<file path="config.mk">
export PLATFORM = sky130hd
export DESIGN_NAME = pcec_classifier
export DESIGN_NICKNAME = d
export VERILOG_FILES = /design/src/design/pcec_pkg.sv /design/src/design/pcec_classifier.sv /design/src/design/pcec_timer.sv
export SDC_FILE = /design/constraint.sdc
export NUM_CORES = 1
export LEC_CHECK = 0
export ABC_AREA = 1
export BUFFER_PORTS_ARGS = -buffer_cell sky130_fd_sc_hd__buf_2
export CELL_PAD_IN_SITES_DETAIL_PLACEMENT = 1
export CELL_PAD_IN_SITES_GLOBAL_PLACEMENT = 1
export CORE_ASPECT_RATIO = 1.75
export CORE_MARGIN = 4
export CORE_UTILIZATION = 27
export DETAILED_ROUTE_END_ITERATION = 6
export PLACE_DENSITY_LB_ADDON = 0.1
export RECOVER_POWER = 50
export SLEW_MARGIN = 5
export SYNTH_ARGS = -nofsm -noshare
export SYNTH_HDL_FRONTEND = slang
export SYNTH_HIERARCHICAL = 1
export SYNTH_SLANG_ARGS = --single-unit
export TNS_END_PERCENT = 1
</file>
<file path="constraint.sdc">
create_clock -name clk_in -period 2.1 [get_ports clk_in]
set_clock_uncertainty 0.2 [all_clocks]
set_input_delay 0.42 -clock clk_in [delete_from_list [all_inputs] [get_ports clk_in]]
set_output_delay 0.42 -clock clk_in [all_outputs]
set_load 0.01 [all_outputs]
</file>
<file path="src/design/pcec_pkg.sv">
// Shared constants and event carriers for the link error classifier.
`default_nettype none
package pcec_pkg;
  // Clock rate and timing figures.
  localparam int unsigned CLK_MHZ          = 200;
  localparam int unsigned ACK_LIMIT_NS     = 1000;
  localparam int unsigned ACK_LIMIT_CYC    = (ACK_LIMIT_NS * CLK_MHZ) / 1000;
  localparam int unsigned CPL_TIMEOUT_US   = 50000;
  localparam int unsigned CPL_TIMEOUT_CYC  = CPL_TIMEOUT_US * CLK_MHZ;
  localparam int unsigned CPL_TIMER_W      = 24;
  localparam int unsigned ACK_TIMER_W      = 8;

  // Device status register layout.
  localparam int unsigned STS_W            = 4;
  localparam int unsigned STS_CORR_BIT     = 0;
  localparam int unsigned STS_NONFATAL_BIT = 1;
  localparam int unsigned STS_FATAL_BIT    = 2;
  localparam int unsigned STS_UR_BIT       = 3;
  localparam logic [3:0]  STS_RST          = 4'h0;

  // Detailed error vectors and other widths.
  localparam int unsigned UNC_W            = 12;
  localparam int unsigned COR_W            = 5;
  localparam logic [11:0] UNC_RST          = 12'h000;
  localparam logic [4:0]  COR_RST          = 5'h00;
  localparam int unsigned REPLAY_NUM_W     = 2;
  localparam logic [1:0]  REPLAY_NUM_RST   = 2'h0;
  localparam logic [1:0]  REPLAY_NUM_LAST  = 2'h3;
  localparam int unsigned OUTST_W          = 4;
  localparam logic [3:0]  OUTST_RST        = 4'h0;
  localparam int unsigned NUM_BARS         = 2;

  // Upstream error message codes.
  typedef enum logic [1:0] {
    PCEC_MSG_NONE     = 2'b00,
    PCEC_MSG_COR      = 2'b01,
    PCEC_MSG_NONFATAL = 2'b10,
    PCEC_MSG_FATAL    = 2'b11
  } pcec_msg_t;

  // Receive path events that are always fatal.
  typedef struct packed {
    logic training;
    logic dll_proto;
    logic fc_proto;
    logic malformed;
    logic rx_overflow;
  } pcec_fatal_ev_t;

  // Receive path events that are uncorrectable but not fatal.
  typedef struct packed {
    logic poisoned;
    logic ecrc;
    logic cpl_abort;
    logic unexp_cpl;
    logic acs_viol;
  } pcec_unc_ev_t;

  // Receive path events that are correctable.
  typedef struct packed {
    logic rx_err;
    logic bad_tlp;
    logic bad_dllp;
  } pcec_cor_ev_t;

  // Device control reporting enables.
  typedef struct packed {
    logic cor_en;
    logic nonfatal_en;
    logic fatal_en;
    logic ur_en;
  } pcec_ctl_t;
endpackage : pcec_pkg
`default_nettype wire

</file>
<file path="src/design/pcec_classifier.sv">
// Link error detection, classification, status and upstream reporting.
// Operation
// - Receive traffic is checked and every detected fault is classified before it is reported.
// - A fatal receive error sets bit 2 of the device status register.
// - An upstream error message is sent only when its reporting enable is set, else suppressed.
// - Training, link protocol, flow control, malformed packet and overflow errors are fatal.
// - Receiver error, bad packet, bad link packet, replay timeout and rollover are correctable.
// - Poison, end-to-end CRC, unsupported, timeout, abort, unexpected, access faults are nonfatal.
// - A sent packet is replayed when no acknowledgement arrives within the allowed time.
// - Replay conditions come from the transmit side and receive faults from the receive side.
// - Errors caused by this endpoint's own transmitted traffic are not recorded in its status.
// - A request whose address hits no base address window is an unsupported request.
// - A request expecting a completion reports a timeout when none returns in time.
// - Detailed error types are readable through an advanced error reporting vector.
`default_nettype none
module pcec_classifier #(
  parameter int unsigned CPL_TIMEOUT = pcec_pkg::CPL_TIMEOUT_CYC
) (
  // Clock and reset.
  input  wire logic                                  clk_in,
  input  wire logic                                  reset_in,
  // Receive path events.
  input  wire pcec_pkg::pcec_fatal_ev_t              rx_fatal_in,
  input  wire pcec_pkg::pcec_unc_ev_t                rx_unc_in,
  input  wire pcec_pkg::pcec_cor_ev_t                rx_cor_in,
  // Incoming request address check.
  input  wire logic                                  rx_req_valid_in,
  input  wire logic [31:0]                           rx_req_addr_in,
  input  wire logic [pcec_pkg::NUM_BARS-1:0]         bar_enable_in,
  input  wire logic [pcec_pkg::NUM_BARS-1:0][31:0]   bar_base_in,
  input  wire logic [pcec_pkg::NUM_BARS-1:0][31:0]   bar_mask_in,
  // Transmit side tracking.
  input  wire logic                                  tx_tlp_sent_in,
  input  wire logic                                  rx_ack_in,
  input  wire logic                                  tx_np_req_in,
  input  wire logic                                  rx_cpl_in,
  // Device control and status clear.
  input  wire pcec_pkg::pcec_ctl_t                   dev_ctl_in,
  input  wire logic [pcec_pkg::STS_W-1:0]            sts_clr_in,
  input  wire logic [pcec_pkg::UNC_W-1:0]            unc_clr_in,
  input  wire logic [pcec_pkg::COR_W-1:0]            cor_clr_in,
  // Status outputs.
  output logic [pcec_pkg::STS_W-1:0]                 dev_status_out,
  output logic [pcec_pkg::UNC_W-1:0]                 aer_unc_out,
  output logic [pcec_pkg::COR_W-1:0]                 aer_cor_out,
  output logic                                       ur_detect_out,
  // Replay control.
  output logic                                       replay_req_out,
  output logic [pcec_pkg::REPLAY_NUM_W-1:0]          replay_num_out,
  // Upstream error message.
  output logic                                       msg_valid_out,
  output pcec_pkg::pcec_msg_t                        msg_code_out
);
  logic                                  unacked_r;
  logic [pcec_pkg::OUTST_W-1:0]          outst_r;
  logic                                  ack_expire;
  logic                                  cpl_expire;
  logic                                  bar_hit;
  logic                                  ur_ev;
  logic                                  rollover_ev;
  logic                                  any_fatal;
  logic                                  any_nonfatal;
  logic                                  any_cor;
  logic [pcec_pkg::UNC_W-1:0]            unc_set;
  logic [pcec_pkg::COR_W-1:0]            cor_set;
  logic [pcec_pkg::STS_W-1:0]            sts_set;
  logic                                  pend_fatal_r;
  logic                                  pend_nonfatal_r;
  logic                                  pend_cor_r;

  // Address decode against every enabled base address window.
  always_comb begin
    bar_hit = 1'b0;
    for (int i = 0; i < pcec_pkg::NUM_BARS; i++) begin
      if (bar_enable_in[i] &&
          ((rx_req_addr_in & bar_mask_in[i]) == (bar_base_in[i] & bar_mask_in[i]))) begin
        bar_hit = 1'b1;
      end
    end
  end
  assign ur_ev = rx_req_valid_in && !bar_hit;

  // Acknowledge watchdog for sent packets.
  pcec_timer #(
    .W          (pcec_pkg::ACK_TIMER_W),
    .LIMIT      (pcec_pkg::ACK_LIMIT_CYC)
  ) u_ack_timer (
    .clk_in     (clk_in),
    .reset_in   (reset_in),
    .run_in     (unacked_r),
    .restart_in (tx_tlp_sent_in || rx_ack_in),
    .expire_out (ack_expire)
  );

  // Completion watchdog for outstanding requests.
  pcec_timer #(
    .W          (pcec_pkg::CPL_TIMER_W),
    .LIMIT      (CPL_TIMEOUT)
  ) u_cpl_timer (
    .clk_in     (clk_in),
    .reset_in   (reset_in),
    .run_in     (outst_r != '0),
    .restart_in (tx_np_req_in || rx_cpl_in),
    .expire_out (cpl_expire)
  );

  // Unacknowledged state; a new send in the same cycle as an ack keeps it set.
  always_ff @(posedge clk_in) begin
    if (reset_in) begin
      unacked_r <= 1'b0;
    end else if (tx_tlp_sent_in) begin
      unacked_r <= 1'b1;
    end else if (rx_ack_in) begin
      unacked_r <= 1'b0;
    end
  end

  // Replay request and replay counter; an ack resets the counter.
  always_ff @(posedge clk_in) begin
    if (reset_in) begin
      replay_req_out <= 1'b0;
      replay_num_out <= pcec_pkg::REPLAY_NUM_RST;
    end else begin
      replay_req_out <= ack_expire;
      if (rx_ack_in) begin
        replay_num_out <= pcec_pkg::REPLAY_NUM_RST;
      end else if (ack_expire) begin
        replay_num_out <= replay_num_out + 2'h1;
      end
    end
  end
  assign rollover_ev = ack_expire && !rx_ack_in &&
                       (replay_num_out == pcec_pkg::REPLAY_NUM_LAST);

  // Outstanding non-posted requests; a timeout abandons them all.
  always_ff @(posedge clk_in) begin
    if (reset_in) begin
      outst_r <= pcec_pkg::OUTST_RST;
    end else if (cpl_expire) begin
      outst_r <= pcec_pkg::OUTST_RST;
    end else if (tx_np_req_in && !rx_cpl_in && (outst_r != '1)) begin
      outst_r <= outst_r + 4'h1;
    end else if (rx_cpl_in && !tx_np_req_in && (outst_r != '0)) begin
      outst_r <= outst_r - 4'h1;
    end
  end

  // Classification into detailed vectors. Only receive checks and local timers feed
  // these, so faults in our own transmitted packets never reach the status.
  assign unc_set = {rx_fatal_in.training, rx_fatal_in.dll_proto, rx_fatal_in.fc_proto,
                    rx_fatal_in.malformed, rx_fatal_in.rx_overflow,
                    rx_unc_in.poisoned, rx_unc_in.ecrc, ur_ev, cpl_expire,
                    rx_unc_in.cpl_abort, rx_unc_in.unexp_cpl, rx_unc_in.acs_viol};
  assign cor_set = {rx_cor_in.rx_err, rx_cor_in.bad_tlp, rx_cor_in.bad_dllp,
                    ack_expire, rollover_ev};
  assign any_fatal    = |rx_fatal_in;
  assign any_nonfatal = (|rx_unc_in) || ur_ev || cpl_expire;
  assign any_cor      = (|rx_cor_in) || ack_expire || rollover_ev;

  // Summary bits for the device status register.
  always_comb begin
    sts_set = '0;
    sts_set[pcec_pkg::STS_CORR_BIT]     = any_cor;
    sts_set[pcec_pkg::STS_NONFATAL_BIT] = any_nonfatal;
    sts_set[pcec_pkg::STS_FATAL_BIT]    = any_fatal;
    sts_set[pcec_pkg::STS_UR_BIT]       = ur_ev;
  end

  // Sticky status flags; a new event wins over a clear in the same cycle.
  always_ff @(posedge clk_in) begin
    if (reset_in) begin
      dev_status_out <= pcec_pkg::STS_RST;
      aer_unc_out    <= pcec_pkg::UNC_RST;
      aer_cor_out    <= pcec_pkg::COR_RST;
    end else begin
      dev_status_out <= (dev_status_out & ~sts_clr_in) | sts_set;
      aer_unc_out    <= (aer_unc_out & ~unc_clr_in) | unc_set;
      aer_cor_out    <= (aer_cor_out & ~cor_clr_in) | cor_set;
    end
  end

  // One-cycle notice of an unsupported request.
  always_ff @(posedge clk_in) begin
    if (reset_in) begin
      ur_detect_out <= 1'b0;
    end else begin
      ur_detect_out <= ur_ev;
    end
  end

  // Pending messages, gated by the control enables; a sent message clears its flag.
  always_ff @(posedge clk_in) begin
    if (reset_in) begin
      pend_fatal_r    <= 1'b0;
      pend_nonfatal_r <= 1'b0;
      pend_cor_r      <= 1'b0;
    end else begin
      if (any_fatal && dev_ctl_in.fatal_en) begin
        pend_fatal_r <= 1'b1;
      end else if (pend_fatal_r) begin
        pend_fatal_r <= 1'b0;
      end
      if (((|rx_unc_in) || cpl_expire || (ur_ev && dev_ctl_in.ur_en)) &&
          dev_ctl_in.nonfatal_en) begin
        pend_nonfatal_r <= 1'b1;
      end else if (pend_nonfatal_r && !pend_fatal_r) begin
        pend_nonfatal_r <= 1'b0;
      end
      if (any_cor && dev_ctl_in.cor_en) begin
        pend_cor_r <= 1'b1;
      end else if (pend_cor_r && !pend_fatal_r && !pend_nonfatal_r) begin
        pend_cor_r <= 1'b0;
      end
    end
  end

  // Message issue, most severe first, one per cycle.
  always_ff @(posedge clk_in) begin
    if (reset_in) begin
      msg_valid_out <= 1'b0;
      msg_code_out  <= pcec_pkg::PCEC_MSG_NONE;
    end else if (pend_fatal_r) begin
      msg_valid_out <= 1'b1;
      msg_code_out  <= pcec_pkg::PCEC_MSG_FATAL;
    end else if (pend_nonfatal_r) begin
      msg_valid_out <= 1'b1;
      msg_code_out  <= pcec_pkg::PCEC_MSG_NONFATAL;
    end else if (pend_cor_r) begin
      msg_valid_out <= 1'b1;
      msg_code_out  <= pcec_pkg::PCEC_MSG_COR;
    end else begin
      msg_valid_out <= 1'b0;
      msg_code_out  <= pcec_pkg::PCEC_MSG_NONE;
    end
  end
endmodule : pcec_classifier
`default_nettype wire

</file>
<file path="src/design/pcec_timer.sv">
// Restartable watchdog timer that pulses when a limit is reached.
`default_nettype none
module pcec_timer #(
  parameter int unsigned W     = 8,
  parameter int unsigned LIMIT = 200
) (
  // Clock and reset.
  input  wire logic clk_in,
  input  wire logic reset_in,
  // Control.
  input  wire logic run_in,
  input  wire logic restart_in,
  // Expiry.
  output logic      expire_out
);
  logic [W-1:0] cnt_r;

  // Counts while running; restart or idle returns the count to zero.
  always_ff @(posedge clk_in) begin
    if (reset_in || restart_in || !run_in) begin
      cnt_r      <= '0;
      expire_out <= 1'b0;
    end else if (cnt_r == W'(LIMIT - 1)) begin
      cnt_r      <= '0;
      expire_out <= 1'b1;
    end else begin
      cnt_r      <= cnt_r + W'(1);
      expire_out <= 1'b0;
    end
  end
endmodule : pcec_timer
`default_nettype wire

</file>
==> flow_metrics.tcl, run 1 <==
set metrics [dict create \
    hold_viol 0 \
    p_seq_share_pct 37.3 \
    dp_cells 1197 \
    gp_congestion 0.800 \
    fin_nets 1198 \
    rsz0062_at_grt "yes" \
    holdBufCountCts 0 \
    routed-via-count 5455 \
    grt_max_degree 30 \
    pin_count 235 \
    crit_fanout 3 \
    die_h_um 179 \
    cellLeakagePower_nw 3.15 \
    critPathLaunchType "flop" \
    clk_pin_slew_ns 0.06 \
    antenna_found_initial 3 \
    p_switching_w 0.000928 \
    setup_slack_ns 0.194 \
    wl_per_cell_um 14.3 \
    whs_ns 0.0714 \
    drive_above_1_share_pct 27.4 \
    drt_iter0_markers 158 \
    power_density_nw_per_um2 591 \
    grt_pass1_wl_um 26800 \
    combPwrFrac_pct 17.5 \
    drt_first_pass_iters 4 \
    viasPerCell 4.49 \
    final_area_sq_um 6350 \
    ys_warn_count 6 \
    remaining_drc_errors 0 \
    dp_hpwl_um 15200 \
    p_clk_share_pct 45.2 \
    min_path_type "in2reg" \
    cpMostUsedCell "nor2_1" \
    die_w_um 106 \
    max_stage_delay_ns 0.37 \
    core_area_sq_um 16400 \
    max-cap-violations 0 \
    yosysSeqAreaShare_pct 31.1 \
    min_period_ns 1.91 \
    fp.dieArea_sq_um 18900 \
    post_cts_buffers 0 \
    cts_tree "yes" \
    fin_crit_sh_pct 90.8 \
    clkLatencyLatePin_ns 0.33 \
    peakVddDrop_v 0.000351 \
    dpl_cell_area_sq_um 6000 \
    slowest_stage "dfxtp_2" \
    setup_violations 0 \
    synth.distinct_cells 40 \
    syn_area_per_cell_sq_um 6.12 \
    grt_usage_pct 18.0 \
    synth_area_sq_um 4500 \
    max_slew_margin_pct 54.9 \
    cts.sinks 70 \
    synth-seq-cells 70 \
    cts-root-buf "clkbuf_16" \
    crit_required_ns 2.12 \
    final_cell_count_no_fill 1215 \
    ctsResizeCount 0 \
    synthToLayoutAreaGrowth_pct 41.0 \
    clock.fmax_mhz 525 \
    report.final.slew_viol_count 0 \
    grt_pass1_vias 5482 \
    status "finished, final reports clean" \
    finalWirelength_um 17300 \
    port_buffers 234 \
    clockBufferDepth 2 \
    syn_inst 735 \
    start_util_pct 27.5 \
    overflow 0 \
    path_class "reg2reg" \
    fp-row-count 62 \
    cts_buffers 9 \
    dp_slack_ns -0.0885 \
    htreeDepth 3 \
    critPathCaptureType "flop" \
    worstMarginPinSlew_ns 0.676 \
    syn-num-nets 949 \
    path_cells "nand4_1 > nand3_2 > ha_4 > and3_1 > a211oi_2 > nor2_1 > nor2_1 > nand2_1 > o21ai_1 > a21oi_1" \
    antenna_left 0 \
    critPathArrivalTime_ns 1.93 \
    internal_power_w 0.00283 \
    switching_share_pct 24.7 \
]
## critical path, delay by kind of cell (launching register included)
kind	cells	cell delay (ns)
adder cells (fa/ha/maj)	1	0.22
AND/OR/NAND/NOR	6	0.66
flip-flops	1	0.37
AO/OA/AOI/OAI	3	0.35
## metal layers
metal | global-route usage, % | vias to the layer above | routed length [um]
met5 | 0 | - | 20
met3 | 4.43 | 20 | 1110
met4 | 5.56 | 2 | 380
met2 | 36.8 | 154 | 9730
met1 | 17.2 | 2486 | 6080
li1 | - | 2793 | -
## cell families after synthesis
logic type / Yosys count / share of synthesized area, %
XOR/XNOR: 14 / 2.72
AND/OR/NAND/NOR: 458 / 45.6
adder cells (fa/ha/maj): 7 / 2.11
buffers and inverters: 119 / 10.3
AO/OA/AOI/OAI: 67 / 8.17
flip-flops: 70 / 31.1
## layout make-up
type | count | area, sq um
Clock buffer | 13 | 270
Multi-Input combinational cell | 546 | 2670
Fill cell | 2273 | 10000
Antenna cell | 2 | 5.00
Clock inverter | 3 | 65.1
Inverter | 113 | 424
Tap cell | 224 | 280
Sequential cell | 70 | 1400
Timing Repair Buffer | 244 | 1230
## synth_stat cells (all sizes together)
| master | instances | area (sq um) |
|---|---|---|
| nand3b | 11 | 82.6 |
| or2 | 24 | 150 |
| ha | 6 | 75.1 |
| clkinv | 1 | 3.75 |
| o31ai | 3 | 22.5 |
| o21ai | 23 | 119 |
| nor4 | 1 | 6.26 |
| and3 | 1 | 6.26 |
| nand4 | 8 | 56.3 |
| xor2 | 10 | 87.6 |
| o22ai | 2 | 12.5 |
| o21a | 1 | 7.51 |
| nor2 | 129 | 519 |
| nand2 | 192 | 741 |
| o21bai | 1 | 7.51 |
| a21oi | 36 | 191 |
| fa | 1 | 20.0 |
| nand3 | 86 | 445 |
| dfxtp | 70 | 1400 |
| inv | 112 | 420 |
| a211oi | 1 | 7.51 |
| nor3 | 4 | 31.3 |
| and2 | 2 | 12.5 |
| buf | 6 | 40.0 |
| xnor2 | 4 | 35.0 |
## power groups by stage
stage	registers (W)	logic, W	clock network [W]
after floorplan	0.00144	0.000280	0
after global placement	0.00143	0.000650	0
after detailed placement	0.00143	0.000663	0
after CTS	0.00140	0.000667	0.00175
after global routing	0.00141	0.000755	0.00181
final	0.00140	0.000656	0.00170
## placed cells by master, fill, tap and decap left out, drive strengths merged, types with 8 or more instances in the layout
cell and instances:
dfxtp 70, nand3b 11, xor2 10, o21ai 23
nor2 129, inv 112, nand2 192, nand4 8
a21oi 36, or2 24, nand3 86, clkbuf 36
buf 221
## state kept, by name, summed over array words and instances, names as in the netlist, 2 cells and up
name               flops
u_cpl_timer/cnt_r     24
aer_unc_out           12
u_ack_timer/cnt_r      8
aer_cor_out            5
dev_status_out         4
outst_r                4
msg_code_out           2
replay_num_out         2
## through the flow
stage | utilization (%) | total power (W) | setup TNS (ns)
after global routing | 38.8 | 0.00397 | -0.00539
final | 38.8 | 0.00375 | 0
after CTS | 38.7 | 0.00382 | 0
after global placement | 36.7 | 0.00208 | -0.0557
after floorplan | - | 0.00172 | 0
after detailed placement | 36.7 | 0.00209 | -0.0885
## path summary, 6_finish.rpt
check | from | to | slack [ns] | cells after the start
max reg2reg | outst_r[2] | outst_r[3] | 0.19 | 10
min reg2reg | unacked_r | unacked_r | 0.25 | 2
min | cor_clr_in[0] | aer_cor_out[0] | 0.07 | 2
max | outst_r[2] | outst_r[3] | 0.19 | 10
(Power assumes the default switching activity.)
==> run 2, diff against run 1 <==
CORE_UTILIZATION = 32   (was 27)
clock period = 2.3 ns   (was 2.1 ns; I/O delays follow)
==> run 2 against run 1 <==
Design area decreased by 2.5%. Cell count decreased by 4.0%. Clock-buffer cell count decreased by 3. Global-route usage increased by 3.0 points. Routed wire length decreased by 1.8%. Combinational power decreased by 12%. Die area decreased by 15%. Critical path type unchanged. Highest routed layer is now met4.
==> flow_metrics.tcl, run 2 (same netlist as run 1, synthesis figures left out) <==
set metrics [dict create \
    synthToLayoutAreaGrowth_pct 37.5 \
    top_register "u_cpl_timer/cnt_r" \
    report.final.slew_viol_count 0 \
    crit_fanout 3 \
    clock.fmax_mhz 496 \
    remaining_drc_errors 0 \
    die_h_um 165 \
    layout_commonest_cell "buf_2" \
    path_class "reg2reg" \
    grt_pass1_vias 5611 \
    post_cts_buffers 0 \
    core_area_sq_um 13800 \
    critPathArrivalTime_ns 2.04 \
    slowest_stage "ha_1" \
    clkLatencyLatePin_ns 0.33 \
    antenna_left 0 \
    critPathCaptureType "flop" \
    status "finished, final reports clean" \
    cpMostUsedCell "nor2_1" \
    cts.sinks 70 \
    setup_violations 0 \
    mostFrequentLayoutCells "buf_2, nand2_1, nor2_1" \
    max-cap-violations 0 \
    routed-via-count 5467 \
    cellLeakagePower_nw 3.10 \
    max_stage_delay_ns 0.35 \
    antenna_found_initial 5 \
    path_buf_inv 0 \
    worstMarginPinSlew_ns 0.601 \
    pin_count 235 \
    overflow 0 \
    largest_register_ff_count 24 \
    clockBufferDepth 2 \
    max_slew_margin_pct 59.6 \
    fin_nets 1193 \
    htreeDepth 3 \
    wl_per_cell_um 14.6 \
    hold_viol 0 \
    fp.dieArea_sq_um 16100 \
    viasPerCell 4.69 \
    fill_cells 2013 \
    cts-root-buf "clkbuf_16" \
    clk_pin_slew_ns 0.06 \
    tns_ns 0 \
    grt_pass1_wl_um 26800 \
    fp-row-count 57 \
    whs_ns 0.105 \
    cts_tree "yes" \
    peakVddDrop_v 0.000433 \
    finalWirelength_um 17000 \
    critPathLaunchType "flop" \
    path_cells "nand4_1 > nand3_1 > ha_1 > and3_1 > a211oi_2 > nor2_1 > nor2_1 > nand2_1 > o21ai_1 > a21oi_1" \
    min_period_ns 2.02 \
    grt_max_degree 30 \
    drt_first_pass_iters 4 \
    ctsResizeCount 0 \
    crit_required_ns 2.32 \
    grt_usage_pct 21.0 \
    cts_buffers 9 \
    gp_congestion 0.857 \
    power_density_nw_per_um2 527 \
    crit_family "simple AND/OR/NAND/NOR gates" \
    holdBufCountCts 0 \
    largestRegisters "u_cpl_timer/cnt_r (24), aer_unc_out (12), u_ack_timer/cnt_r (8)" \
    drive_above_1_share_pct 26.7 \
    min_path_type "in2reg" \
    die_w_um 97.7 \
    drt_iter0_markers 108 \
    fin_crit_sh_pct 87.7 \
    rsz0062_at_grt "no" \
    dp_hpwl_um 15000 \
    port_buffers 234 \
    multiInputGateArea_sq_um 2640 \
    seq_area_sq_um 1400 \
    start_util_pct 32.5 \
]
## run 2: changes by cell type in the layout (fill, tap and decap cells not counted), sizes merged
cell,before,now
bufinv,2,1
clkbuf,36,32
clkinv,2,4
diode,2,5
inv,112,113
buf,221,217
clkinvlp,0,1
## run 2: metrics by stage
stage	instance area [sq um]	power (W)	util (%)	cells	setup WS [ns]
after floorplan	4500	0.00157	-	735	0.238
after global placement	5890	0.00188	42.6	1145	0.0904
after detailed placement	5890	0.00189	42.6	1145	0.0454
after CTS	6200	0.00333	44.8	1161	0.232
after global routing	6190	0.00345	44.7	1166	0.126
final	6190	0.00326	44.7	1166	0.283
## run 2: worst reg2reg max path: stages, from the launching register on
cell,delay [ns]
dfxtp_1,0.33
nand4_1,0.13
nand3_1,0.14
ha_1,0.35
and3_1,0.21
a211oi_2,0.17
nor2_1,0.06
nor2_1,0.08
nand2_1,0.07
o21ai_1,0.12
a21oi_1,0.05
## run 2: final timing paths
kind	start	to	slack (ns)	cells after the start
max reg2reg	outst_r[2]	outst_r[3]	0.28	10
min	cor_clr_in[0]	aer_cor_out[0]	0.10	2
max	outst_r[2]	outst_r[3]	0.28	10
min reg2reg	u_cpl_timer/cnt_r[0]	u_cpl_timer/cnt_r[0]	0.26	1
## run 2: cell type report
cell class                 count  area share, %
clock inverter                 6           1.11
sequential                    70           22.6
antenna                        5          0.202
tap                          177           3.58
clock buffer                  10           3.86
timing repair buffer         239           19.1
inverter                     113           6.85
multi-input combinational    546           42.7
## run 2: per-layer routing
layer,wire length (um),track usage [%],part of all wire (%)
met1,5850,19.4,34
met2,9740,42.7,57
met3,1060,5.54,6.2
met4,368,8.51,2.2
met5,0,0,0
## run 2: power breakdown
| group | switching (W) | total, W | internal (W) | leakage [nW] |
|---|---|---|---|---|
| clock network | 0.000532 | 0.00141 | 0.000873 | 0.149 |
| registers | 0.0000237 | 0.00128 | 0.00126 | 0.573 |
| logic | 0.000304 | 0.000575 | 0.000271 | 2.38 |
| total | 0.000860 | 0.00326 | 0.00240 | 3.10 |
